`src/verilog/siot_regs.svh`:
```
// constants for the servo input/output override and test-mode block
`ifndef SIOT_REGS_SVH
`define SIOT_REGS_SVH

// ==========================================================
// command codes and data numbers
`define SIOT_CMD_DEV_SET    8'h92
`define SIOT_CMD_IO_GATE    8'h90
`define SIOT_CMD_TEST_SEL   8'h8B
`define SIOT_CMD_TEST_DATA  8'hA0
`define SIOT_DNO_DEV_NORM   8'h60
`define SIOT_DNO_DEV_TEST   8'h00
`define SIOT_DNO_IN_DIS     8'h00
`define SIOT_DNO_IN_EN      8'h10
`define SIOT_DNO_OUT_DIS    8'h03
`define SIOT_DNO_OUT_EN     8'h13
`define SIOT_DNO_TEST_SEL   8'h00
`define SIOT_DNO_TC_CLR     8'h12
`define SIOT_KEY            32'h0000_1EA5
`define SIOT_MODE_LAST      32'h0000_0004

// ==========================================================
// device word layout
`define SIOT_BIT_SERVO_ON   5'h00
`define SIOT_BIT_FWD_LIMIT  5'h01
`define SIOT_BIT_REV_LIMIT  5'h02
`define SIOT_BIT_FWD_START  5'h0B
`define SIOT_BIT_REV_START  5'h0C
`define SIOT_BIT_FORCED_STP 5'h10
`define SIOT_DEV_USED       32'h6FFF_187F
`define SIOT_DEV_ALWAYS     32'h0001_0006

// ==========================================================
// register map, reset values, fields
`define SIOT_OFS_CTRL       8'h00
`define SIOT_OFS_STATUS     8'h04
`define SIOT_OFS_DEV_NORM   8'h08
`define SIOT_OFS_DEV_TEST   8'h0C
`define SIOT_OFS_DEV_EFF    8'h10
`define SIOT_CTRL_RST       32'h0000_0001
`define SIOT_CTRL_EN        0
`define SIOT_CTRL_LOCK_CLR  1

// ==========================================================
// timing
`define SIOT_WDOG_MS        32'h0000_01F4
`define SIOT_CLK_KHZ        32'h0001_86A0

`endif

```
`src/verilog/siot_pkg.sv`:
```
// types shared by the override and test-mode block
package siot_pkg;

    // ==========================================================
    // test operation modes
    typedef enum logic [2:0] {
        SIOT_MODE_OFF  = 3'b000,
        SIOT_MODE_JOG  = 3'b001,
        SIOT_MODE_POS  = 3'b010,
        SIOT_MODE_NOMO = 3'b011,
        SIOT_MODE_DOUT = 3'b100
    } siot_mode_t;

    // ==========================================================
    // bus channel states
    typedef enum logic [0:0] {
        SIOT_BUS_IDLE = 1'b0,
        SIOT_BUS_RESP = 1'b1
    } siot_bus_t;

endpackage : siot_pkg

```
`src/verilog/siot_hex_dec.sv`:
```
// hexadecimal character field to 32-bit word decoder
`timescale 1ns/1ps

module siot_hex_dec
(
    input  wire logic [63:0] chars_in,  // eight ascii chars, msb first
    output logic      [31:0] value_out, // decoded word
    output logic             bad_out    // a char was not hex
);
    logic [7:0] bad_nib;

    // ==========================================================
    // one decoder per nibble
    genvar gi;
    generate
        for (gi = 0; gi < 8; gi = gi + 1)
        begin : g_nib
            logic [7:0] ch;
            assign ch = chars_in[gi*8 +: 8];
            always_comb
            begin
                bad_nib[gi] = 1'b0;
                if (ch >= 8'h30 && ch <= 8'h39)
                    value_out[gi*4 +: 4] = 4'(ch - 8'h30);
                else if (ch >= 8'h41 && ch <= 8'h46)
                    value_out[gi*4 +: 4] = 4'(ch - 8'h37);
                else if (ch >= 8'h61 && ch <= 8'h66)
                    value_out[gi*4 +: 4] = 4'(ch - 8'h57);
                else
                begin
                    value_out[gi*4 +: 4] = 4'h0;
                    bad_nib[gi]          = 1'b1;
                end
            end
        end
    endgenerate

    assign bad_out = |bad_nib;

endmodule : siot_hex_dec

```
`src/verilog/siot_wdog.sv`:
```
// communication-loss watchdog for test operation
`timescale 1ns/1ps

module siot_wdog
#(
    parameter int unsigned LIMIT = 50000000 // cycles of silence allowed
)
(
    input  wire logic core_clk_in,  // core clock
    input  wire logic rst_b_in,     // synchronous reset, active low
    input  wire logic arm_in,       // watchdog active
    input  wire logic kick_in,      // a command arrived
    output logic      expire_out    // pulse: silence exceeded limit
);
    logic [31:0] cnt_q;
    logic        fired_q;

    // ==========================================================
    // count silence; saturate after firing so it fires once
    always_ff @(posedge core_clk_in)
    begin
        if (!rst_b_in || !arm_in || kick_in)
        begin
            cnt_q   <= 32'h0000_0000;
            fired_q <= 1'b0;
        end
        else if (!fired_q)
        begin
            cnt_q   <= cnt_q + 32'h0000_0001;
            fired_q <= (cnt_q == LIMIT);
        end
    end

    // strictly more than the limit, so the pulse is one cycle late
    always_ff @(posedge core_clk_in)
    begin
        if (!rst_b_in)
            expire_out <= 1'b0;
        else
            expire_out <= arm_in && !kick_in && !fired_q
                          && (cnt_q == LIMIT);
    end

endmodule : siot_wdog

```
`src/verilog/siot_top.sv`:
```
// servo input/output override, disable and test-mode command handler
// Notes on behaviour
// - device state is last received word only
// - cmd 92 dno 60 sets override word
// - hex characters decode to bits 31..0
// - low word bits map servo inputs
// - high word bits map servo inputs
// - disabled inputs read off, zero, absent
// - forced stop and limits never disabled
// - cmd 90 dno 00 key disables inputs
// - cmd 90 dno 10 key enables inputs
// - dno 03/13 disable/enable outputs with key
// - cmd 92 dno 00 sets test word
// - cmd 8B selects test mode 0..4
// - silence over 0.5 s in a test mode stops and locks
//
// Our own choices: the AXI4-Lite register port and the register addresses.
`timescale 1ns/1ps
`include "siot_regs.svh"

module siot_top
#(
    parameter int unsigned ADDR_W    = 8,  // axi address width
    parameter int unsigned ANALOG_W  = 12, // analog sample width
    parameter int unsigned WDOG_CYC  = `SIOT_WDOG_MS * `SIOT_CLK_KHZ // 0.5 s
)
(
    input  wire logic                core_clk_in,     // 100 MHz clock
    input  wire logic                rst_b_in,        // sync reset, low
    // axi4-lite slave
    input  wire logic [ADDR_W-1:0]   s_axi_awaddr,    // write address
    input  wire logic                s_axi_awvalid,   // write addr valid
    output logic                     s_axi_awready,   // write addr ready
    input  wire logic [31:0]         s_axi_wdata,     // write data
    input  wire logic [3:0]          s_axi_wstrb,     // byte enables
    input  wire logic                s_axi_wvalid,    // write data valid
    output logic                     s_axi_wready,    // write data ready
    output logic [1:0]               s_axi_bresp,     // write response
    output logic                     s_axi_bvalid,    // response valid
    input  wire logic                s_axi_bready,    // response ready
    input  wire logic [ADDR_W-1:0]   s_axi_araddr,    // read address
    input  wire logic                s_axi_arvalid,   // read addr valid
    output logic                     s_axi_arready,   // read addr ready
    output logic [31:0]              s_axi_rdata,     // read data
    output logic [1:0]               s_axi_rresp,     // read response
    output logic                     s_axi_rvalid,    // read data valid
    input  wire logic                s_axi_rready,    // read data ready
    // decoded commands from the frame parser
    input  wire logic                cmd_valid_in,    // command pulse
    input  wire logic [7:0]          cmd_code_in,     // command code
    input  wire logic [7:0]          cmd_dno_in,      // data number
    input  wire logic [63:0]         cmd_data_in,     // 8 ascii hex chars
    output logic                     cmd_ack_out,     // command handled
    output logic                     cmd_err_out,     // command refused
    // servo inputs and outputs
    input  wire logic [31:0]         ext_pins_in,     // external inputs
    input  wire logic [ANALOG_W-1:0] analog_in,       // adc sample
    input  wire logic                pulse_train_in,  // pulse train pin
    input  wire logic [31:0]         do_int_in,       // internal outputs
    output logic [31:0]              in_dev_out,      // effective inputs
    output logic [ANALOG_W-1:0]      analog_out,      // gated sample
    output logic                     pulse_train_out, // gated pulses
    output logic [31:0]              do_out,          // gated outputs
    output logic [2:0]               test_mode_out,   // test mode code
    output logic                     stop_lock_out,   // stop and lock
    output logic                     tc_clear_out     // clear time const
);

    // ==========================================================
    // declarations
    siot_pkg::siot_mode_t mode_q;
    siot_pkg::siot_bus_t  wr_st_q, rd_st_q;
    logic [31:0]          ctrl_q, dev_norm_q, dev_test_q, data_val;
    logic [31:0]          pins_m_q, pins_s_q, w_data_q, rd_word;
    logic [31:0]          pin_mask, dev_word, dev_eff;
    logic [ADDR_W-1:0]    aw_addr_q;
    logic [3:0]           w_strb_q;
    logic                 in_dis_q, out_dis_q, lock_q, pulse_m_q, pulse_s_q;
    logic                 data_bad, key_ok, cmd_go, cmd_known, wdog_fire;
    logic                 aw_have_q, w_have_q, wr_fire, lock_clr_wr, rd_hit;

    // ==========================================================
    // input synchronisers: pins are outside the core domain
    always_ff @(posedge core_clk_in)
    begin
        pins_m_q  <= rst_b_in ? ext_pins_in : 32'h0000_0000;
        pins_s_q  <= rst_b_in ? pins_m_q : 32'h0000_0000;
        pulse_m_q <= rst_b_in && pulse_train_in;
        pulse_s_q <= rst_b_in && pulse_m_q;
    end

    // ==========================================================
    // command data decode
    // hex characters to word
    siot_hex_dec u_hex
    (
        .chars_in  (cmd_data_in),
        .value_out (data_val),
        .bad_out   (data_bad)
    );
    assign key_ok = !data_bad && (data_val == `SIOT_KEY);
    assign cmd_go = cmd_valid_in && ctrl_q[`SIOT_CTRL_EN];

    // ==========================================================
    // decide whether a command is known and acceptable
    always_comb
    begin
        cmd_known = 1'b0;
        if (cmd_code_in == `SIOT_CMD_DEV_SET)
            cmd_known = !data_bad &&
                        (cmd_dno_in == `SIOT_DNO_DEV_NORM ||
                         cmd_dno_in == `SIOT_DNO_DEV_TEST);
        else if (cmd_code_in == `SIOT_CMD_IO_GATE)
            cmd_known = key_ok &&
                        (cmd_dno_in == `SIOT_DNO_IN_DIS  ||
                         cmd_dno_in == `SIOT_DNO_IN_EN   ||
                         cmd_dno_in == `SIOT_DNO_OUT_DIS ||
                         cmd_dno_in == `SIOT_DNO_OUT_EN);
        else if (cmd_code_in == `SIOT_CMD_TEST_SEL)
            cmd_known = !data_bad &&
                        cmd_dno_in == `SIOT_DNO_TEST_SEL &&
                        data_val <= `SIOT_MODE_LAST;
        else if (cmd_code_in == `SIOT_CMD_TEST_DATA)
            cmd_known = key_ok && cmd_dno_in == `SIOT_DNO_TC_CLR;
    end

    // ==========================================================
    // override words: each write replaces the whole word
    always_ff @(posedge core_clk_in)
    begin
        if (!rst_b_in)
        begin
            dev_norm_q <= 32'h0000_0000;
            dev_test_q <= 32'h0000_0000;
        end
        else if (cmd_go && cmd_known && cmd_code_in == `SIOT_CMD_DEV_SET)
        begin
            if (cmd_dno_in == `SIOT_DNO_DEV_NORM)
                dev_norm_q <= data_val;
            else
                dev_test_q <= data_val;
        end
    end

    // ==========================================================
    // input and output disable state
    always_ff @(posedge core_clk_in)
    begin
        if (!rst_b_in)
        begin
            in_dis_q  <= 1'b0;
            out_dis_q <= 1'b0;
        end
        else if (cmd_go && cmd_known && cmd_code_in == `SIOT_CMD_IO_GATE)
        begin
            if (cmd_dno_in == `SIOT_DNO_IN_DIS)
                in_dis_q <= 1'b1;
            else if (cmd_dno_in == `SIOT_DNO_IN_EN)
                in_dis_q <= 1'b0;
            else if (cmd_dno_in == `SIOT_DNO_OUT_DIS)
                out_dis_q <= 1'b1;
            else
                out_dis_q <= 1'b0;
        end
    end

    // ==========================================================
    // test mode selection
    always_ff @(posedge core_clk_in)
    begin
        if (!rst_b_in)
            mode_q <= siot_pkg::SIOT_MODE_OFF;
        else if (cmd_go && cmd_known &&
                 cmd_code_in == `SIOT_CMD_TEST_SEL)
            mode_q <= siot_pkg::siot_mode_t'(data_val[2:0]);
    end
    // time-constant clear is a one-cycle request to the motion logic
    // only the keyed clear acts
    always_ff @(posedge core_clk_in)
        tc_clear_out <= rst_b_in && cmd_go && cmd_known &&
                        cmd_code_in == `SIOT_CMD_TEST_DATA;

    // ==========================================================
    // communication-loss watchdog; any command, even refused, kicks
    // 0.5 s silence watchdog
    siot_wdog
    #(
        .LIMIT (WDOG_CYC)
    )
    u_wdog
    (
        .core_clk_in (core_clk_in),
        .rst_b_in    (rst_b_in),
        .arm_in      (mode_q != siot_pkg::SIOT_MODE_OFF),
        .kick_in     (cmd_valid_in),
        .expire_out  (wdog_fire)
    );
    // stop lock: expiry wins over any clear in the same cycle
    always_ff @(posedge core_clk_in)
    begin
        if (!rst_b_in)
            lock_q <= 1'b0;
        else if (wdog_fire)
            lock_q <= 1'b1;
        else if (lock_clr_wr || mode_q == siot_pkg::SIOT_MODE_OFF)
            lock_q <= 1'b0;
    end

    // ==========================================================
    // effective input devices
    always_comb
    begin
        pin_mask = in_dis_q ? `SIOT_DEV_ALWAYS : 32'hFFFF_FFFF;
        dev_word = (mode_q != siot_pkg::SIOT_MODE_OFF) ? dev_test_q
                                                        : dev_norm_q;
        dev_eff  = ((pins_s_q & pin_mask) | dev_word) & `SIOT_DEV_USED;
        // locked: starts dropped so the motor decelerates and holds
        dev_eff[`SIOT_BIT_FWD_START] = dev_eff[`SIOT_BIT_FWD_START] && !lock_q;
        dev_eff[`SIOT_BIT_REV_START] = dev_eff[`SIOT_BIT_REV_START] && !lock_q;
    end
    // registered servo-side outputs; reset folded into the data path
    always_ff @(posedge core_clk_in)
    begin
        in_dev_out      <= rst_b_in ? dev_eff : 32'h0000_0000;
        analog_out      <= (rst_b_in && !in_dis_q) ? analog_in : '0;
        pulse_train_out <= rst_b_in && pulse_s_q && !in_dis_q;
        do_out          <= (rst_b_in && !out_dis_q) ? do_int_in : '0;
    end
    assign test_mode_out = mode_q;
    assign stop_lock_out = lock_q;
    // command answer, one cycle after the strobe
    always_ff @(posedge core_clk_in)
    begin
        cmd_ack_out <= rst_b_in && cmd_valid_in;
        cmd_err_out <= rst_b_in && cmd_valid_in && !(cmd_go && cmd_known);
    end

    // ==========================================================
    // axi4-lite write channel: address and data in either order
    assign s_axi_awready = !aw_have_q && wr_st_q == siot_pkg::SIOT_BUS_IDLE;
    assign s_axi_wready  = !w_have_q && wr_st_q == siot_pkg::SIOT_BUS_IDLE;
    assign wr_fire       = aw_have_q && w_have_q;
    assign s_axi_bvalid  = wr_st_q == siot_pkg::SIOT_BUS_RESP;
    always_ff @(posedge core_clk_in)
    begin
        if (!rst_b_in)
        begin
            aw_have_q   <= 1'b0;
            w_have_q    <= 1'b0;
            aw_addr_q   <= '0;
            w_data_q    <= 32'h0000_0000;
            w_strb_q    <= 4'h0;
            wr_st_q     <= siot_pkg::SIOT_BUS_IDLE;
            s_axi_bresp <= 2'h0;
        end
        else
        begin
            if (s_axi_awvalid && s_axi_awready)
            begin
                aw_have_q <= 1'b1;
                aw_addr_q <= s_axi_awaddr;
            end
            if (s_axi_wvalid && s_axi_wready)
            begin
                w_have_q <= 1'b1;
                w_data_q <= s_axi_wdata;
                w_strb_q <= s_axi_wstrb;
            end
            case (wr_st_q)
                siot_pkg::SIOT_BUS_IDLE:
                    if (wr_fire)
                    begin
                        aw_have_q   <= 1'b0;
                        w_have_q    <= 1'b0;
                        wr_st_q     <= siot_pkg::SIOT_BUS_RESP;
                        s_axi_bresp <= (aw_addr_q[7:0] == `SIOT_OFS_CTRL)
                                       ? 2'h0 : 2'h2;
                    end
                siot_pkg::SIOT_BUS_RESP:
                    if (s_axi_bready)
                        wr_st_q <= siot_pkg::SIOT_BUS_IDLE;
                default:
                    wr_st_q <= siot_pkg::SIOT_BUS_IDLE;
            endcase
        end
    end
    // control register; only the low byte carries fields
    assign lock_clr_wr = wr_fire && wr_st_q == siot_pkg::SIOT_BUS_IDLE &&
                         aw_addr_q[7:0] == `SIOT_OFS_CTRL && w_strb_q[0] &&
                         w_data_q[`SIOT_CTRL_LOCK_CLR];
    always_ff @(posedge core_clk_in)
    begin
        if (!rst_b_in)
            ctrl_q <= `SIOT_CTRL_RST;
        else if (wr_fire && wr_st_q == siot_pkg::SIOT_BUS_IDLE &&
                 aw_addr_q[7:0] == `SIOT_OFS_CTRL && w_strb_q[0])
            ctrl_q <= {31'h0000_0000, w_data_q[`SIOT_CTRL_EN]};
    end

    // ==========================================================
    // axi4-lite read channel
    always_comb
    begin
        rd_hit  = 1'b1;
        rd_word = 32'h0000_0000;
        if (s_axi_araddr[7:0] == `SIOT_OFS_CTRL)
            rd_word = ctrl_q;
        else if (s_axi_araddr[7:0] == `SIOT_OFS_STATUS)
            rd_word = {25'h000_0000, mode_q, 1'b0,
                       lock_q, out_dis_q, in_dis_q};
        else if (s_axi_araddr[7:0] == `SIOT_OFS_DEV_NORM)
            rd_word = dev_norm_q;
        else if (s_axi_araddr[7:0] == `SIOT_OFS_DEV_TEST)
            rd_word = dev_test_q;
        else if (s_axi_araddr[7:0] == `SIOT_OFS_DEV_EFF)
            rd_word = in_dev_out;
        else
            rd_hit = 1'b0;
    end
    assign s_axi_arready = rd_st_q == siot_pkg::SIOT_BUS_IDLE;
    assign s_axi_rvalid  = rd_st_q == siot_pkg::SIOT_BUS_RESP;
    always_ff @(posedge core_clk_in)
    begin
        if (!rst_b_in)
        begin
            rd_st_q     <= siot_pkg::SIOT_BUS_IDLE;
            s_axi_rdata <= 32'h0000_0000;
            s_axi_rresp <= 2'h0;
        end
        else
        begin
            case (rd_st_q)
                siot_pkg::SIOT_BUS_IDLE:
                    if (s_axi_arvalid)
                    begin
                        s_axi_rdata <= rd_word;
                        s_axi_rresp <= rd_hit ? 2'h0 : 2'h2;
                        rd_st_q     <= siot_pkg::SIOT_BUS_RESP;
                    end
                siot_pkg::SIOT_BUS_RESP:
                    if (s_axi_rready)
                        rd_st_q <= siot_pkg::SIOT_BUS_IDLE;
                default:
                    rd_st_q <= siot_pkg::SIOT_BUS_IDLE;
            endcase
        end
    end

endmodule : siot_top

```
`config.mk`:
```
export PLATFORM = sky130hd
export DESIGN_NAME = siot_top
export DESIGN_NICKNAME = d
export VERILOG_FILES = /design/src/verilog/siot_pkg.sv /design/src/verilog/siot_hex_dec.sv /design/src/verilog/siot_wdog.sv /design/src/verilog/siot_top.sv
export VERILOG_INCLUDE_DIRS = /design/src /design/src/verilog
export SDC_FILE = /design/constraint.sdc
export NUM_CORES = 1
export LEC_CHECK = 0
export ABC_AREA = 0
export BUFFER_PORTS_ARGS = -buffer_cell sky130_fd_sc_hd__buf_2
export CAP_MARGIN = 20
export CORE_ASPECT_RATIO = 1.2
export CORE_UTILIZATION = 43
export CTS_CLUSTER_DIAMETER = 200
export DETAILED_ROUTE_END_ITERATION = 8
export GPL_TIMING_DRIVEN = 0
export PLACE_DENSITY = 0.68
export REMOVE_ABC_BUFFERS = 1
export SYNTH_ARGS = -nofsm -noshare
export SYNTH_HDL_FRONTEND = slang
export SYNTH_SLANG_ARGS = --single-unit
```
`constraint.sdc`:
```
create_clock -name core_clk_in -period 5 [get_ports core_clk_in]
set_clock_uncertainty 0.2 [all_clocks]
set_input_delay 0.25 -clock core_clk_in [delete_from_list [all_inputs] [get_ports core_clk_in]]
set_output_delay 0.25 -clock core_clk_in [all_outputs]
set_load 0.02 [all_outputs]
```
# After elaboration in Yosys (flattened, before gate mapping)
# Cells that the tools add are included.
# totals
register_bits	291
out_inout_bits	125
elab_cells	303
# classes
add_sub_neg	25
order_cmp	49
n_eq_ne	15
mux	84
n_bitwise	7
n_reduce_logical	92
# ops
operator	n
8-bit by 7-bit greater-or-equal comparator with 1-bit output, second input constant	16
8-bit by 7-bit <= comparator with 1-bit output, second input constant	16
32-bit two-way mux	4
4-bit two-way mux	24
31-bit two-way mux	3
8-bit by 6-bit greater-or-equal comparator with 1-bit output, second input constant	8
8-bit by 6-bit <= comparator with 1-bit output, second input constant	8
4-bit by 3-bit subtractor with 4-bit output, second input constant	16
1-bit logical AND	60
1-bit two-way mux	49
32-bit by 1-bit adder with 32-bit output, second input constant	1
32-bit by 13-bit equality test with 1-bit output, second input constant	1
32-bit by 26-bit equality test with 1-bit output, second input constant	1
8-bit by 5-bit equality test with 1-bit output, second input constant	4
8-bit equality test, second input constant	4
32-bit by 3-bit <= comparator with 1-bit output, second input constant	1
4-bit by 1-bit subtractor with 4-bit output, second input constant	8
31-bit bitwise AND	1
31-bit OR	1
8-bit zero test	3
8-bit by 4-bit equality test with 1-bit output, second input constant	2
1-bit zero test	11
2-bit AND reduction	5
8-bit by 2-bit equality test with 1-bit output, second input constant	1
11 further kinds	24

# Longest topological paths before layout
# Gate-level depths: netlist of the first run.
# depth
ltp_word	16
depth_mapped	13

# Hierarchy
# From an unflattened synthesis of the first run, not the netlist that was laid out.
# unflattened
cells_unflattened	1318
area_unflattened_um2	12219.2
# by_module_without_submodules
module	n_inst	cells_each	area_per_inst_um2	seq_area_each_um2
siot_top	1	956	9176.3	4784.6
siot_wdog	1	197	1722.9	680.7
siot_hex_dec	1	165	1320.0	0.0

# Worst setup path before layout of the first run
# OpenSTA, ideal clock, no wires.
# synth_path
path_type	input to register
startpoint	in cmd_code_in[6]
endpoint	reg dev_test_q[22]
t_arrival_ns	2.737
required_time_ns	4.672
path_slack_ns	1.936
path_stages	10
n_path_buf	3
path_cell_list	or3b_1 or2_1 or4_1 clkbuf_1 o211ai_2 or3b_1 buf_2 buf_2 mux2i_1 nor2_1
# synth_between
elab_chain_len	8
elab_cells_between_ends	11
classes_between	4 x eq/ne; 4 x mux; 3 x reduce/logical
# synth_lines
item	line	source
start: declaration	siot_top.sv:50	input wire logic [7:0] cmd_code_in,
8-bit equality test (no line)	-	
1-bit two-way mux	siot_top.sv:123	else if (cmd_code_in == `SIOT_CMD_TEST_DATA)
1-bit two-way mux	siot_top.sv:119	else if (cmd_code_in == `SIOT_CMD_TEST_SEL)
1-bit two-way mux	siot_top.sv:113	else if (cmd_code_in == `SIOT_CMD_IO_GATE)
1-bit two-way mux	siot_top.sv:109	if (cmd_code_in == `SIOT_CMD_DEV_SET)
1-bit logical AND	siot_top.sv:136	else if (cmd_go && cmd_known && cmd_code_in == `SIOT_CMD_DEV_SET)
1-bit logical AND (no line) *	-	
2-bit AND reduction (no line) *	-	
end signal: assignment	siot_top.sv:141	dev_test_q <= data_val;
end: declaration	siot_top.sv:73	logic [31:0] ctrl_q, dev_norm_q, dev_test_q, data_val;
# Every way passes the cells marked *; elsewhere a longest branch is shown, timed or not.
# A chain may end at the register's enable or synchronous reset.

# Worst setup path after layout of the first run
# layout_path
startpoint	in cmd_data_in[3]
endpoint	reg tc_clear_out
# layout_between
elab_chain_len	15
elab_cells_between_ends	34
classes_between	3 x add/sub; 7 x order compare; 1 x eq/ne; 10 x mux; 13 x reduce/logical
# layout_lines
item	line	source
start: declaration	siot_top.sv:52	input wire logic [63:0] cmd_data_in,
branches (longest 12 deep; another with 32-bit by 3-bit <= comparator with 1-bit output)	-	
1-bit two-way mux *	siot_top.sv:109	
1-bit logical AND *	siot_top.sv:180	tc_clear_out <= rst_b_in && cmd_go && cmd_known &&
1-bit logical AND (no line) *	-	
end signal: assignment	siot_top.sv:180	
end: declaration	siot_top.sv:66	output logic tc_clear_out
# Mark *: on every way between the ends.

==> load_flow_metrics.sql, run 1 <==
INSERT INTO impl_metrics (metric_group, metric, value, unit) VALUES
('sta', 'timing_hold_violations_final', '0', ''),
('grt', 'grt_pass1_wl', '54200', 'um'),
('clocking', 'cts-buffers-inserted', '29', ''),
('grt', 'vias_in_the_first_global_route', '10900', ''),
('clocking', 'cts-htree-levels', '1', ''),
('synthesis', 'post_syn_area_per_cell', '8.57', 'um^2'),
('sta', 'f_max', '251', 'MHz'),
('placed_design', 'placer_s_final_routability_congestion_estimate', '0.821', ''),
('detailed_routing', 'detail_route.drc_violations', '0', ''),
('floorplan', 'placementRows', '66', ''),
('power', 'static-leakage-power', '0.00658', 'uW'),
('hold_path', 'worstHoldPathType', 'in2reg', ''),
('synthesis', 'synth_edf_count', '0', ''),
('clocking', 'clk_pin_slew_worst_paths', '0.06', 'ns'),
('floorplan', 'floorplan.die_area', '28600', 'um^2'),
('clocking', 'cts_tree', 'yes', ''),
('grt', 'largest_net_degree_at_the_start_of_global_routing', '78', ''),
('clocking', 'max-clock-path-buffers', '3', ''),
('synthesis', 'synth.cell_area', '12000', 'um^2'),
('clocking', 'cts_sinks', '273', ''),
('cells_and_area', 'final_area', '15800', 'um^2'),
('clocking', 'post_cts.resized_instances', '0', ''),
('placed_design', 'placement.cell_area', '13800', 'um^2'),
('sta', 'relSlewSlack', '21.8', '%'),
('detailed_routing', 'num_vias', '11100', ''),
('sta', 'final_max_tran_viols', '0', ''),
('setup_path', 'crit_path_max_fanout', '7', ''),
('cells_and_area', 'final_cell_mix', 'sky130_fd_sc_hd__buf_2, sky130_fd_sc_hd__dfxtp_1, sky130_fd_sc_hd__nand2_1, sky130_fd_sc_hd__nor2_1, sky130_fd_sc_hd__a21oi_1', ''),
('setup_path', 'crit_type', 'in2reg', ''),
('floorplan', 'fp.coreArea', '27300', 'um^2'),
('detailed_routing', 'final_antenna_net_count', '0', ''),
('sta', 'post-route-min-period', '3.98', 'ns'),
('clocking', 'cts_root_buffer', 'sky130_fd_sc_hd__clkbuf_16', ''),
('sta', 'setup_viol_count_final', '0', ''),
('synthesis', 'synth_async_sr_flop_share', '0', '%'),
('cells_and_area', 'post-route-util', '58.1', '%'),
('power', 'int_pwr', '3730', 'uW'),
('sta', 'grt_setup_unrepaired', 'false', ''),
('clocking', 'holdBufCountCts', '107', ''),
('synthesis', 'synthesis.instances', '1399', ''),
('outcome', 'outcome', 'completed', ''),
('power', 'sw_frac_of_total', '23.5', '%'),
('sta', 'timing.hold.ws', '0.0203', 'ns'),
('grt', 'gr-usage-all-layers', '23.5', '%'),
('power', 'netsw', '1150', 'uW'),
('floorplan', 'start_util', '44.0', '%'),
('power', 'ir_worst_vdd', '0.236', 'mV'),
('sta', 'worst_slew_pin_slew', '1.16', 'ns'),
('synthesis', 'yosys_most_used_dff', 'sky130_fd_sc_hd__dfxtp_1', ''),
('setup_path', 'timing.critical_path.from_type', 'input port', ''),
('synthesis', 'count_of_warnings_emitted_by_yosys', '0', ''),
('clocking', 'worst_skew_pair.late_latency', '0.55', 'ns'),
('cells_and_area', 'post_route_cells_drive_above_1_share', '20.5', '%'),
('clocking', 'setup_fix_buffers_added_after_clock_tree_synthesis', '0', ''),
('placed_design', 'numPortBuffers', '288', ''),
('grt', 'antenna_found_initial', '2', ''),
('job', 'maximum_capacitance_violations', '0', ''),
('power', 'share_clk_of_total_power', '43.6', '%'),
('detailed_routing', 'routed_wl', '34500', 'um'),
('grt', 'grt.overflow.total', '0', ''),
('sta', 'min_period_over_period', '79.6', '%'),
('synthesis', 'netlist-cell-type-count', '66', ''),
('cells_and_area', 'area_growth_syn_to_layout', '32.0', '%'),
('floorplan', 'dieHeight', '185', 'um'),
('power', 'power_frac_seq', '46.2', '%'),
('cells_and_area', 'final_common_cell', 'sky130_fd_sc_hd__buf_2', ''),
('cells_and_area', 'fin_nets', '2020', ''),
('floorplan', 'die_width', '154', 'um'),
('floorplan', 'io_pins', '342', ''),
('setup_path', 'worstSetupEndpointType', 'flop', ''),
('placed_design', 'dp_hpwl', '23400', 'um'),
('power', 'cellPowerDensity', '308', 'nW/um^2'),
('setup_path', 'critical_path_arrival', '4.25', 'ns'),
('detailed_routing', 'detail_route.vias_per_cell', '5.22', ''),
('detailed_routing', 'iteration_0_drc_markers', '466', ''),
('power', 'fin_total_pwr', '4880', 'uW'),
('power', 'combPwrFrac', '10.2', '%'),
('detailed_routing', 'drt-pass1-iter-count', '5', ''),
('detailed_routing', 'drt-wirelength-per-cell', '16.2', 'um'),
('synthesis', 'synth-seq-area-share', '45.6', '%'),
('synthesis', 'ys_seq_elements', '273', ''),
('setup_path', 'timing.critical_path.required', '5.27', 'ns');
[critical path, cell delays in order]
cell                            delay, ns
sky130_fd_sc_hd__dlygate4sd3_1       0.53
sky130_fd_sc_hd__buf_2               0.17
sky130_fd_sc_hd__or4b_4              0.59
sky130_fd_sc_hd__o31ai_1             0.98
sky130_fd_sc_hd__nand2_1             0.23
sky130_fd_sc_hd__nor4_4              0.32
sky130_fd_sc_hd__o2111ai_4           0.21
sky130_fd_sc_hd__nor4_1              0.35
sky130_fd_sc_hd__dlygate4sd3_1       0.63
[logic make-up after synthesis]
family          synth area share, %
compound gates                 15.6
xor+xnor                       1.83
fa+ha+maj                      3.44
buf+inv                        4.21
flops                          45.6
mux                            3.44
other cells                  0.0313
simple gates                   25.9
[worst paths after layout]
path                            depth (start not counted)  slack, ns          endpoint            from
worst min register to register                          1       0.23   pulse_train_out       pulse_s_q
worst min-delay path                                    5       0.02  test_mode_out[1]  cmd_code_in[3]
worst max register to register                          7       2.04  u_wdog.cnt_q[31]  u_wdog.fired_q
worst max-delay path                                    9       1.02      tc_clear_out  cmd_data_in[3]
[registers in the layout (all words and copies together) (netlist names), 2 cells and up]
register	count
analog_out	12
aw_addr_q	8
dev_norm_q	32
dev_test_q	32
do_out	32
in_dev_out	23
pins_m_q	23
pins_s_q	23
s_axi_rdata	32
test_mode_out	3
u_wdog.cnt_q	32
w_data_q	2
[cell type report]
class | count | area, um^2
Fill cell | 2407 | 11400
Multi-Input combinational cell | 1015 | 6080
Sequential cell | 273 | 5470
Timing Repair Buffer | 411 | 2770
Clock buffer | 42 | 815
Tap cell | 340 | 425
Inverter | 40 | 153
Clock inverter | 8 | 119
Antenna cell | 1 | 2.50
[synthesized netlist by cell type (5+ instances only)]
| master | n | area [um^2] |
|---|---|---|
| sky130_fd_sc_hd__a22oi_1 | 12 | 90.1 |
| sky130_fd_sc_hd__inv_1 | 40 | 150 |
| sky130_fd_sc_hd__and3_1 | 13 | 81.3 |
| sky130_fd_sc_hd__nor3_1 | 27 | 135 |
| sky130_fd_sc_hd__o21ai_0 | 50 | 250 |
| sky130_fd_sc_hd__nand2b_1 | 29 | 181 |
| sky130_fd_sc_hd__or3_1 | 20 | 125 |
| sky130_fd_sc_hd__nor2b_1 | 14 | 87.6 |
| sky130_fd_sc_hd__a31oi_1 | 18 | 113 |
| sky130_fd_sc_hd__a21o_1 | 5 | 37.5 |
| sky130_fd_sc_hd__nor3b_1 | 7 | 52.6 |
| sky130_fd_sc_hd__nand3_1 | 28 | 140 |
| sky130_fd_sc_hd__o21bai_1 | 8 | 60.1 |
| sky130_fd_sc_hd__buf_2 | 7 | 35.0 |
| sky130_fd_sc_hd__buf_4 | 11 | 82.6 |
| sky130_fd_sc_hd__nand2_1 | 161 | 604 |
| sky130_fd_sc_hd__buf_1 | 6 | 22.5 |
| sky130_fd_sc_hd__and2_1 | 100 | 626 |
| sky130_fd_sc_hd__mux2i_1 | 39 | 390 |
| sky130_fd_sc_hd__nor4_1 | 10 | 62.6 |
| sky130_fd_sc_hd__or4b_1 | 6 | 60.1 |
| sky130_fd_sc_hd__nand4_1 | 6 | 37.5 |
| sky130_fd_sc_hd__a21oi_1 | 127 | 636 |
| sky130_fd_sc_hd__clkbuf_1 | 57 | 214 |
| sky130_fd_sc_hd__a32oi_1 | 5 | 43.8 |
| sky130_fd_sc_hd__dfxtp_1 | 273 | 5470 |
| sky130_fd_sc_hd__nand4bb_1 | 7 | 78.8 |
| sky130_fd_sc_hd__nor2_1 | 148 | 556 |
| sky130_fd_sc_hd__xnor2_1 | 6 | 52.6 |
| sky130_fd_sc_hd__ha_1 | 33 | 413 |
| sky130_fd_sc_hd__xor2_1 | 19 | 166 |
| sky130_fd_sc_hd__a211oi_1 | 52 | 390 |
[metrics by stage]
stage	setup WS, ns	instances	setup TNS [ns]
after detailed placement	1.05	1968	0
after floorplan	1.25	1328	0
after global routing	0.722	2129	0
final	1.02	2130	0
after global placement	-1.75	1956	-91.15
after CTS	1.09	2125	0
[layer usage]
layer / GRT usage [%] / vias to the layer above / share of wire [%]
met5: 0 / - / 0.035
met4: 8.40 / 2 / 3.1
met3: 5.15 / 72 / 6.5
met2: 42.7 / 328 / 49
met1: 27.0 / 5168 / 42
li1: - / 5538 / -
[power by group through the flow]
stage               Clock, uW  Sequential [uW]  Combinational (uW)
CTS                      2170             2250                 487
finish                   2120             2250                 497
floorplan                   0             2340                 179
global route             2250             2260                 542
global placement            0             2300                 406
detailed placement          0             2300                 421
Power figures use the tool's default switching activity.
==> run 2: changes to the inputs <==
--- a/config.mk
+++ b/config.mk
@@ -6,7 +6,7 @@
 export SDC_FILE = /design/constraint.sdc
 export NUM_CORES = 1
 export LEC_CHECK = 0
-export ABC_AREA = 0
+export ABC_AREA = 1
 export BUFFER_PORTS_ARGS = -buffer_cell sky130_fd_sc_hd__buf_2
 export CAP_MARGIN = 20
 export CORE_ASPECT_RATIO = 1.2
@@ -14,7 +14,7 @@
 export CTS_CLUSTER_DIAMETER = 200
 export DETAILED_ROUTE_END_ITERATION = 8
 export GPL_TIMING_DRIVEN = 0
-export PLACE_DENSITY = 0.68
+export PLACE_DENSITY = 0.67
 export REMOVE_ABC_BUFFERS = 1
 export SYNTH_ARGS = -nofsm -noshare
 export SYNTH_HDL_FRONTEND = slang
==> constraint.sdc (replaced) <==
create_clock -name core_clk_in -period 3.8 [get_ports core_clk_in]
set_clock_uncertainty 0.2 [all_clocks]
set_input_delay 0.19 -clock core_clk_in [delete_from_list [all_inputs] [get_ports core_clk_in]]
set_output_delay 0.19 -clock core_clk_in [all_outputs]
set_load 0.02 [all_outputs]
==> load_flow_metrics.sql, run 2 <==
INSERT INTO impl_metrics (metric_group, metric, value, unit) VALUES
('outcome', 'outcome', 'completed', ''),
('detailed_routing', 'drt-wirelength-per-cell', '14.3', 'um'),
('sta', 'post-route-min-period', '3.76', 'ns'),
('cells_and_area', 'instances_no_fill', '2672', ''),
('detailed_routing', 'iteration_0_drc_markers', '711', ''),
('grt', 'gr-usage-all-layers', '24.1', '%'),
('clocking', 'cts-htree-levels', '1', ''),
('detailed_routing', 'detail_route.drc_violations', '0', ''),
('detailed_routing', 'detail_route.vias_per_cell', '4.85', ''),
('setup_path', 'crit_type', 'in2reg', ''),
('floorplan', 'placementRows', '68', ''),
('floorplan', 'floorplan.die_area', '30100', 'um^2'),
('floorplan', 'dieHeight', '190', 'um'),
('setup_path', 'worstSetupEndpointType', 'flop', ''),
('placed_design', 'numPortBuffers', '288', ''),
('sta', 'min_period_over_period', '99.0', '%'),
('synthesis', 'ys_seq_elements', '273', ''),
('cells_and_area', 'n_antenna_cell', '0', ''),
('synthesis', 'synth-seq-area-share', '43.2', '%'),
('synthesis', 'synthesis.instances', '1863', ''),
('clocking', 'cts_sinks', '273', ''),
('placed_design', 'placer_s_final_routability_congestion_estimate', '0.873', ''),
('detailed_routing', 'drt-pass1-iter-count', '6', ''),
('power', 'static-leakage-power', '0.00871', 'uW'),
('floorplan', 'die_width', '159', 'um'),
('clocking', 'max-clock-path-buffers', '3', ''),
('cells_and_area', 'post_route_cells_drive_above_1_share', '16.6', '%'),
('synthesis', 'synth_most_common_cell', 'sky130_fd_sc_hd__nand2_1', ''),
('setup_path', 'reg2reg_slack', '0.50', 'ns'),
('floorplan', 'io_pins', '342', ''),
('floorplan', 'fp.coreArea', '28800', 'um^2'),
('hold_path', 'worstHoldPathType', 'in2reg', ''),
('synthesis', 'yosys-top-cells-area', 'sky130_fd_sc_hd__dfxtp_1, sky130_fd_sc_hd__nand2_1, sky130_fd_sc_hd__inv_1', ''),
('power', 'fin_total_pwr', '6540', 'uW'),
('floorplan', 'start_util', '43.8', '%'),
('synthesis', 'yosysTopAreaCellShare', '43.2', '%'),
('sta', 'relSlewSlack', '27.1', '%'),
('clocking', 'worst_skew_pair.late_latency', '0.54', 'ns'),
('synthesis', 'ys_top_cells_by_count', 'sky130_fd_sc_hd__nand2_1, sky130_fd_sc_hd__inv_1, sky130_fd_sc_hd__nor2_1, sky130_fd_sc_hd__dfxtp_1, sky130_fd_sc_hd__a21oi_1', ''),
('cells_and_area', 'final_common_cell', 'sky130_fd_sc_hd__nand2_1', ''),
('synthesis', 'netlist-cell-type-count', '44', ''),
('synthesis', 'synth_edf_count', '0', ''),
('synthesis', 'synth.cell_area', '12600', 'um^2'),
('clocking', 'cts-buffers-inserted', '28', ''),
('detailed_routing', 'routed_wl', '38100', 'um'),
('sta', 'grt_setup_unrepaired', 'true', ''),
('detailed_routing', 'num_vias', '13000', ''),
('detailed_routing', 'final_antenna_net_count', '0', ''),
('setup_path', 'critical_path_arrival', '4.04', 'ns'),
('sta', 'timing_hold_violations_final', '0', ''),
('sta', 'setup_total_negative_slack', '0', 'ns'),
('clocking', 'clk_pin_slew_worst_paths', '0.06', 'ns'),
('placed_design', 'post-place-cells', '2479', ''),
('sta', 'setup_viol_count_final', '0', ''),
('grt', 'vias_in_the_first_global_route', '12400', ''),
('cells_and_area', 'area_growth_syn_to_layout', '33.2', '%'),
('cells_and_area', 'final_cell_mix', 'sky130_fd_sc_hd__nand2_1, sky130_fd_sc_hd__inv_1, sky130_fd_sc_hd__nor2_1, sky130_fd_sc_hd__buf_2, sky130_fd_sc_hd__dfxtp_1', ''),
('sta', 'final_max_tran_viols', '0', ''),
('clocking', 'cts_root_buffer', 'sky130_fd_sc_hd__clkbuf_16', ''),
('setup_path', 'crit_path_max_fanout', '30', ''),
('setup_path', 'timing.critical_path.from_type', 'input port', ''),
('placed_design', 'dp_hpwl', '24400', 'um'),
('synthesis', 'post_syn_area_per_cell', '6.79', 'um^2'),
('setup_path', 'timing.critical_path.required', '4.08', 'ns'),
('clocking', 'cts_tree', 'yes', ''),
('grt', 'grt_pass1_wl', '58400', 'um'),
('synthesis', 'synth.largest_area_cell', 'sky130_fd_sc_hd__dfxtp_1', ''),
('power', 'cellPowerDensity', '388', 'nW/um^2'),
('power', 'ir_worst_vdd', '0.345', 'mV'),
('job', 'maximum_capacitance_violations', '0', ''),
('cells_and_area', 'fin_nets', '2515', ''),
('grt', 'grt.overflow.total', '0', ''),
('grt', 'largest_net_degree_at_the_start_of_global_routing', '89', ''),
('synthesis', 'yosys_most_used_dff', 'sky130_fd_sc_hd__dfxtp_1', ''),
('sta', 'worst_slew_pin_slew', '1.09', 'ns'),
('synthesis', 'count_of_warnings_emitted_by_yosys', '0', ''),
('grt', 'antenna_found_initial', '0', ''),
('synthesis', 'synth_async_sr_flop_share', '0', '%'),
('sta', 'f_max', '266', 'MHz');
## run 2: cell count changes in the layout (fill, tap and decap cells not counted), sizes merged, moves of 39 or more
| cell | previous run | this run |
|---|---|---|
| inv | 41 | 337 |
| nor2 | 148 | 295 |
| a21oi | 128 | 75 |
| nand2 | 161 | 488 |
| and2 | 100 | 0 |
| mux2i | 39 | 0 |
| a211oi | 53 | 0 |
## run 2: stage by stage
step           setup WS [ns]  hold slack, ns  cell area [um^2]  utilization (%)
5_1_grt              -0.0523          0.0380             16800             58.4
6_report              0.0397          0.0168             16800             58.4
4_1_cts               0.0273         0.00276             16800             58.1
3_5_place_dp         -0.0747           0.177             14400             50.0
2_1_floorplan          0.230          0.0835             12300                -
3_3_place_gp           -2.56           0.172             14300             49.5
## run 2: cell families (layout without fill, tap and decap cells)
logic type | Yosys count | after routing | share of synthesized area, %
fa+ha+maj | 33 | 33 | 3.27
compound gates | 204 | 204 | 9.60
other cells | 1 | 11 | 0.0297
xor+xnor | 5 | 5 | 0.346
flops | 273 | 273 | 43.2
buf+inv | 412 | 824 | 12.7
simple gates | 935 | 937 | 30.9
## run 2: timing repair
action / in CTS / in global routing
endpoints found under the hold margin: 129 / 0
resized for setup: 0 / 2
setup endpoints to repair: 0 / 24
buffers inserted: 0 / 0
hold buffers: 137 / 0
## run 2: worst paths after layout
| path | from | endpoint | cells past startpoint |
|---|---|---|---|
| hold / removal | cmd_code_in[3] | test_mode_out[1] | 6 |
| setup reg to reg | s_axi_rvalid | s_axi_rresp[1] | 9 |
| hold reg to reg | pins_m_q[0] | pins_s_q[0] | 2 |
| setup / recovery | cmd_data_in[2] | dev_test_q[21] | 19 |
## run 2: layer usage
metal	track usage (%)	vias to the layer above	share of wire [%]
met3	3.74	87	6.3
met5	0	-	0
met1	27.6	5912	41
met4	8.84	0	3.2
li1	-	6535	-
met2	44.5	416	50
## run 2: area by class of cell
class	instances	area, um^2
inverter	338	1270
timing repair buffer	434	2980
clock buffer	43	857
clock inverter	9	131
fill	2637	12000
sequential	273	5470
multi-input combinational	1190	5660
tap	385	482
## run 2: critical path: stages
cell,delay [ns]
sky130_fd_sc_hd__dlygate4sd3_1,0.53
sky130_fd_sc_hd__buf_2,0.15
sky130_fd_sc_hd__nand3_1,0.12
sky130_fd_sc_hd__nand2_1,0.06
sky130_fd_sc_hd__nor2_1,0.19
sky130_fd_sc_hd__inv_2,0.06
sky130_fd_sc_hd__nand2_1,0.12
sky130_fd_sc_hd__nand2_1,0.06
sky130_fd_sc_hd__nor2_1,0.18
sky130_fd_sc_hd__nand2_1,0.18
sky130_fd_sc_hd__nor2_1,0.14
sky130_fd_sc_hd__nand3b_1,0.08
sky130_fd_sc_hd__nor2_1,0.29
sky130_fd_sc_hd__nand3_2,0.17
sky130_fd_sc_hd__nand2_4,0.19
sky130_fd_sc_hd__nand4_2,0.83
sky130_fd_sc_hd__nand2_1,0.28
sky130_fd_sc_hd__nand2_1,0.08
sky130_fd_sc_hd__nor2_1,0.11
## run 2: power breakdown
part / internal [uW] / switching, uW
Clock: 1750 / 1150
Combinational: 289 / 380
Sequential: 2940 / 26.3
Total: 4980 / 1560
==> run 3: changes to the inputs <==
--- a/config.mk
+++ b/config.mk
@@ -13,7 +13,6 @@
 export CORE_UTILIZATION = 43
 export CTS_CLUSTER_DIAMETER = 200
 export DETAILED_ROUTE_END_ITERATION = 8
-export GPL_TIMING_DRIVEN = 0
 export PLACE_DENSITY = 0.67
 export REMOVE_ABC_BUFFERS = 1
 export SYNTH_ARGS = -nofsm -noshare
==> load_flow_metrics.sql, run 3 (synthesis results as in run 2) <==
INSERT INTO impl_metrics (metric_group, metric, value, unit) VALUES
('outcome', 'outcome', 'completed', ''),
('grt', 'antenna_found_initial', '0', ''),
('power', 'int_pwr', '4920', 'uW'),
('power', 'sw_frac_of_total', '23.9', '%'),
('setup_path', 'timing.critical_path.from_type', 'input port', ''),
('power', 'fin_total_pwr', '6460', 'uW'),
('cells_and_area', 'post-route-util', '58.0', '%'),
('power', 'share_clk_of_total_power', '43.9', '%'),
('clocking', 'cts_root_buffer', 'sky130_fd_sc_hd__clkbuf_16', ''),
('detailed_routing', 'final_antenna_net_count', '0', ''),
('power', 'combPwrFrac', '10.2', '%'),
('hold_path', 'hold_path.startpoint', 'cmd_data_in[39]', ''),
('floorplan', 'die_width', '159', 'um'),
('setup_path', 'reg2reg_to', 's_axi_rresp[1]', ''),
('floorplan', 'floorplan.die_area', '30100', 'um^2'),
('sta', 'relSlewSlack', '31.1', '%'),
('floorplan', 'start_util', '43.8', '%'),
('placed_design', 'pre_cts_ws', '0.519', 'ns'),
('detailed_routing', 'detail_route.vias_per_cell', '4.76', ''),
('power', 'power_frac_seq', '45.9', '%'),
('placed_design', 'dp_hpwl', '24400', 'um'),
('clocking', 'cts-htree-levels', '1', ''),
('floorplan', 'placementRows', '68', ''),
('cells_and_area', 'multiInputGateArea', '5630', 'um^2'),
('grt', 'gr-usage-all-layers', '23.9', '%'),
('cells_and_area', 'final_cell_mix', 'sky130_fd_sc_hd__nand2_1, sky130_fd_sc_hd__inv_1, sky130_fd_sc_hd__nor2_1, sky130_fd_sc_hd__buf_2, sky130_fd_sc_hd__dfxtp_1', ''),
('cells_and_area', 'area_growth_syn_to_layout', '32.4', '%'),
('clocking', 'worst_skew_pair.late_latency', '0.54', 'ns'),
('setup_path', 'crit_path_max_fanout', '5', ''),
('clocking', 'cts-buffers-inserted', '28', ''),
('power', 'netsw', '1540', 'uW'),
('sta', 'grt_setup_unrepaired', 'false', ''),
('sta', 'worst_slew_pin_slew', '1.03', 'ns'),
('hold_path', 'timing.hold.worst_endpoint', 'dev_norm_q[16]', ''),
('cells_and_area', 'fin_nets', '2517', ''),
('sta', 'final_max_tran_viols', '0', ''),
('sta', 'timing_hold_violations_final', '0', ''),
('placed_design', 'placer_s_final_routability_congestion_estimate', '0.874', ''),
('cells_and_area', 'n_antenna_cell', '0', ''),
('power', 'static-leakage-power', '0.00866', 'uW'),
('detailed_routing', 'detail_route.drc_violations', '0', ''),
('cells_and_area', 'layout.area.seq', '5470', 'um^2'),
('power', 'ir_worst_vdd', '0.402', 'mV'),
('setup_path', 'critical_path_arrival', '3.77', 'ns'),
('sta', 'min_period_over_period', '92.4', '%'),
('hold_path', 'worstHoldPathType', 'in2reg', ''),
('sta', 'setup_viol_count_final', '0', ''),
('floorplan', 'io_pins', '342', ''),
('floorplan', 'dieHeight', '190', 'um'),
('cells_and_area', 'final_area', '16700', 'um^2'),
('cells_and_area', 'nFillCells', '2699', ''),
('hold_path', 'hold_depth', '6', ''),
('clocking', 'cts_tree', 'yes', ''),
('setup_path', 'source_of_the_worst_register_to_register_timing_path', 's_axi_rvalid', ''),
('detailed_routing', 'iteration_0_drc_markers', '639', ''),
('detailed_routing', 'routed_wl', '36600', 'um'),
('setup_path', 'crit_type', 'in2reg', ''),
('clocking', 'max-clock-path-buffers', '3', ''),
('grt', 'grt.overflow.total', '0', ''),
('setup_path', 'worstSetupEndpointType', 'flop', ''),
('clocking', 'clk_pin_slew_worst_paths', '0.06', 'ns'),
('setup_path', 'reg2reg_slack', '0.80', 'ns'),
('detailed_routing', 'num_vias', '12700', ''),
('sta', 'f_max', '285', 'MHz'),
('grt', 'grt_pass1_wl', '57800', 'um'),
('cells_and_area', 'final_common_cell', 'sky130_fd_sc_hd__nand2_1', ''),
('floorplan', 'fp.coreArea', '28800', 'um^2'),
('sta', 'post-route-min-period', '3.51', 'ns'),
('detailed_routing', 'drt-pass1-iter-count', '6', ''),
('detailed_routing', 'drt-wirelength-per-cell', '13.7', 'um'),
('sta', 'final_worst_slack', '0.288', 'ns'),
('clocking', 'cts_sinks', '273', ''),
('sta', 'setup_total_negative_slack', '0', 'ns'),
('placed_design', 'numPortBuffers', '288', ''),
('placed_design', 'placement.cell_area', '14400', 'um^2'),
('setup_path', 'timing.critical_path.required', '4.06', 'ns'),
('grt', 'vias_in_the_first_global_route', '12400', ''),
('grt', 'largest_net_degree_at_the_start_of_global_routing', '73', ''),
('job', 'maximum_capacitance_violations', '0', ''),
('setup_path', 'worst-r2r-cell-count', '10', ''),
('cells_and_area', 'post_route_cells_drive_above_1_share', '16.5', '%'),
('power', 'cellPowerDensity', '386', 'nW/um^2');
-- run 3: metal layers --
metal / track usage (%) / vias up / part of all wire [%]
met5: 0 / - / 0
met4: 9.76 / 0 / 3.5
met3: 3.96 / 71 / 5.4
met2: 43.4 / 330 / 49
met1: 27.4 / 5783 / 42
li1: - / 6532 / -
-- run 3: final cells by class --
class / instances / share of cell area (%)
multi-input cells: 1188 / 33.6
flip-flops and latches: 273 / 32.6
repair buffers: 438 / 17.5
inverters: 338 / 7.58
clock buffers: 41 / 4.90
well taps: 385 / 2.88
clock inverters: 10 / 0.830
-- run 3: power by group through the flow --
stage	Clock [uW]	Combinational, uW	Sequential (uW)
finish	2840	661	2960
global route	3020	728	2970
CTS	2890	649	2960
detailed placement	0	535	3020
global placement	0	523	3020
floorplan	0	236	3070
-- run 3: timing repair --
| item | in CTS | in global routing |
|---|---|---|
| setup buffers | 0 | 1 |
| endpoints found under the setup margin | 0 | 1 |
| endpoints found under the hold margin | 149 | 0 |
| hold buffers | 136 | 0 |
| gates resized for setup | 0 | 4 |
-- run 3: worst max-delay path, stage by stage --
cell                            delay (ns)
sky130_fd_sc_hd__dlygate4sd3_1        0.53
sky130_fd_sc_hd__buf_2                0.15
sky130_fd_sc_hd__inv_1                0.12
sky130_fd_sc_hd__ha_1                 0.18
sky130_fd_sc_hd__o21ai_0              0.10
sky130_fd_sc_hd__a21oi_1              0.18
sky130_fd_sc_hd__nand2_1              0.08
sky130_fd_sc_hd__dlygate4sd3_1        0.56
sky130_fd_sc_hd__nand2_1              0.14
sky130_fd_sc_hd__nand2_1              0.07
sky130_fd_sc_hd__inv_1                0.05
sky130_fd_sc_hd__nand2_1              0.04
sky130_fd_sc_hd__nor2_1               0.12
sky130_fd_sc_hd__nand4_1              0.10
sky130_fd_sc_hd__nand2_1              0.10
sky130_fd_sc_hd__nand3_2              0.12
sky130_fd_sc_hd__a21boi_4             0.19
sky130_fd_sc_hd__nand3_1              0.07
sky130_fd_sc_hd__dlygate4sd3_1        0.55
sky130_fd_sc_hd__a21oi_1              0.13
-- run 3: worst max-delay path by stage --
stage | from | to | cells after the start
after floorplan | test_mode_out[1] | stop_lock_out | 4
final | cmd_data_in[16] | in_dis_q | 20
after global placement | cmd_data_in[0] | dev_norm_q[30] | 20
after CTS | cmd_data_in[16] | in_dis_q | 20
after global routing | cmd_data_in[16] | in_dis_q | 20
after detailed placement | cmd_data_in[40] | dev_norm_q[30] | 19
-- run 3: stage by stage --
| stage | instances | hold WS, ns |
|---|---|---|
| floorplan | 1799 | 0.0835 |
| global placement | 2484 | 0.171 |
| detailed placement | 2484 | 0.176 |
| CTS | 2671 | 0.00253 |
| global route | 2673 | 0.0518 |
| finish | 2673 | 0.0183 |
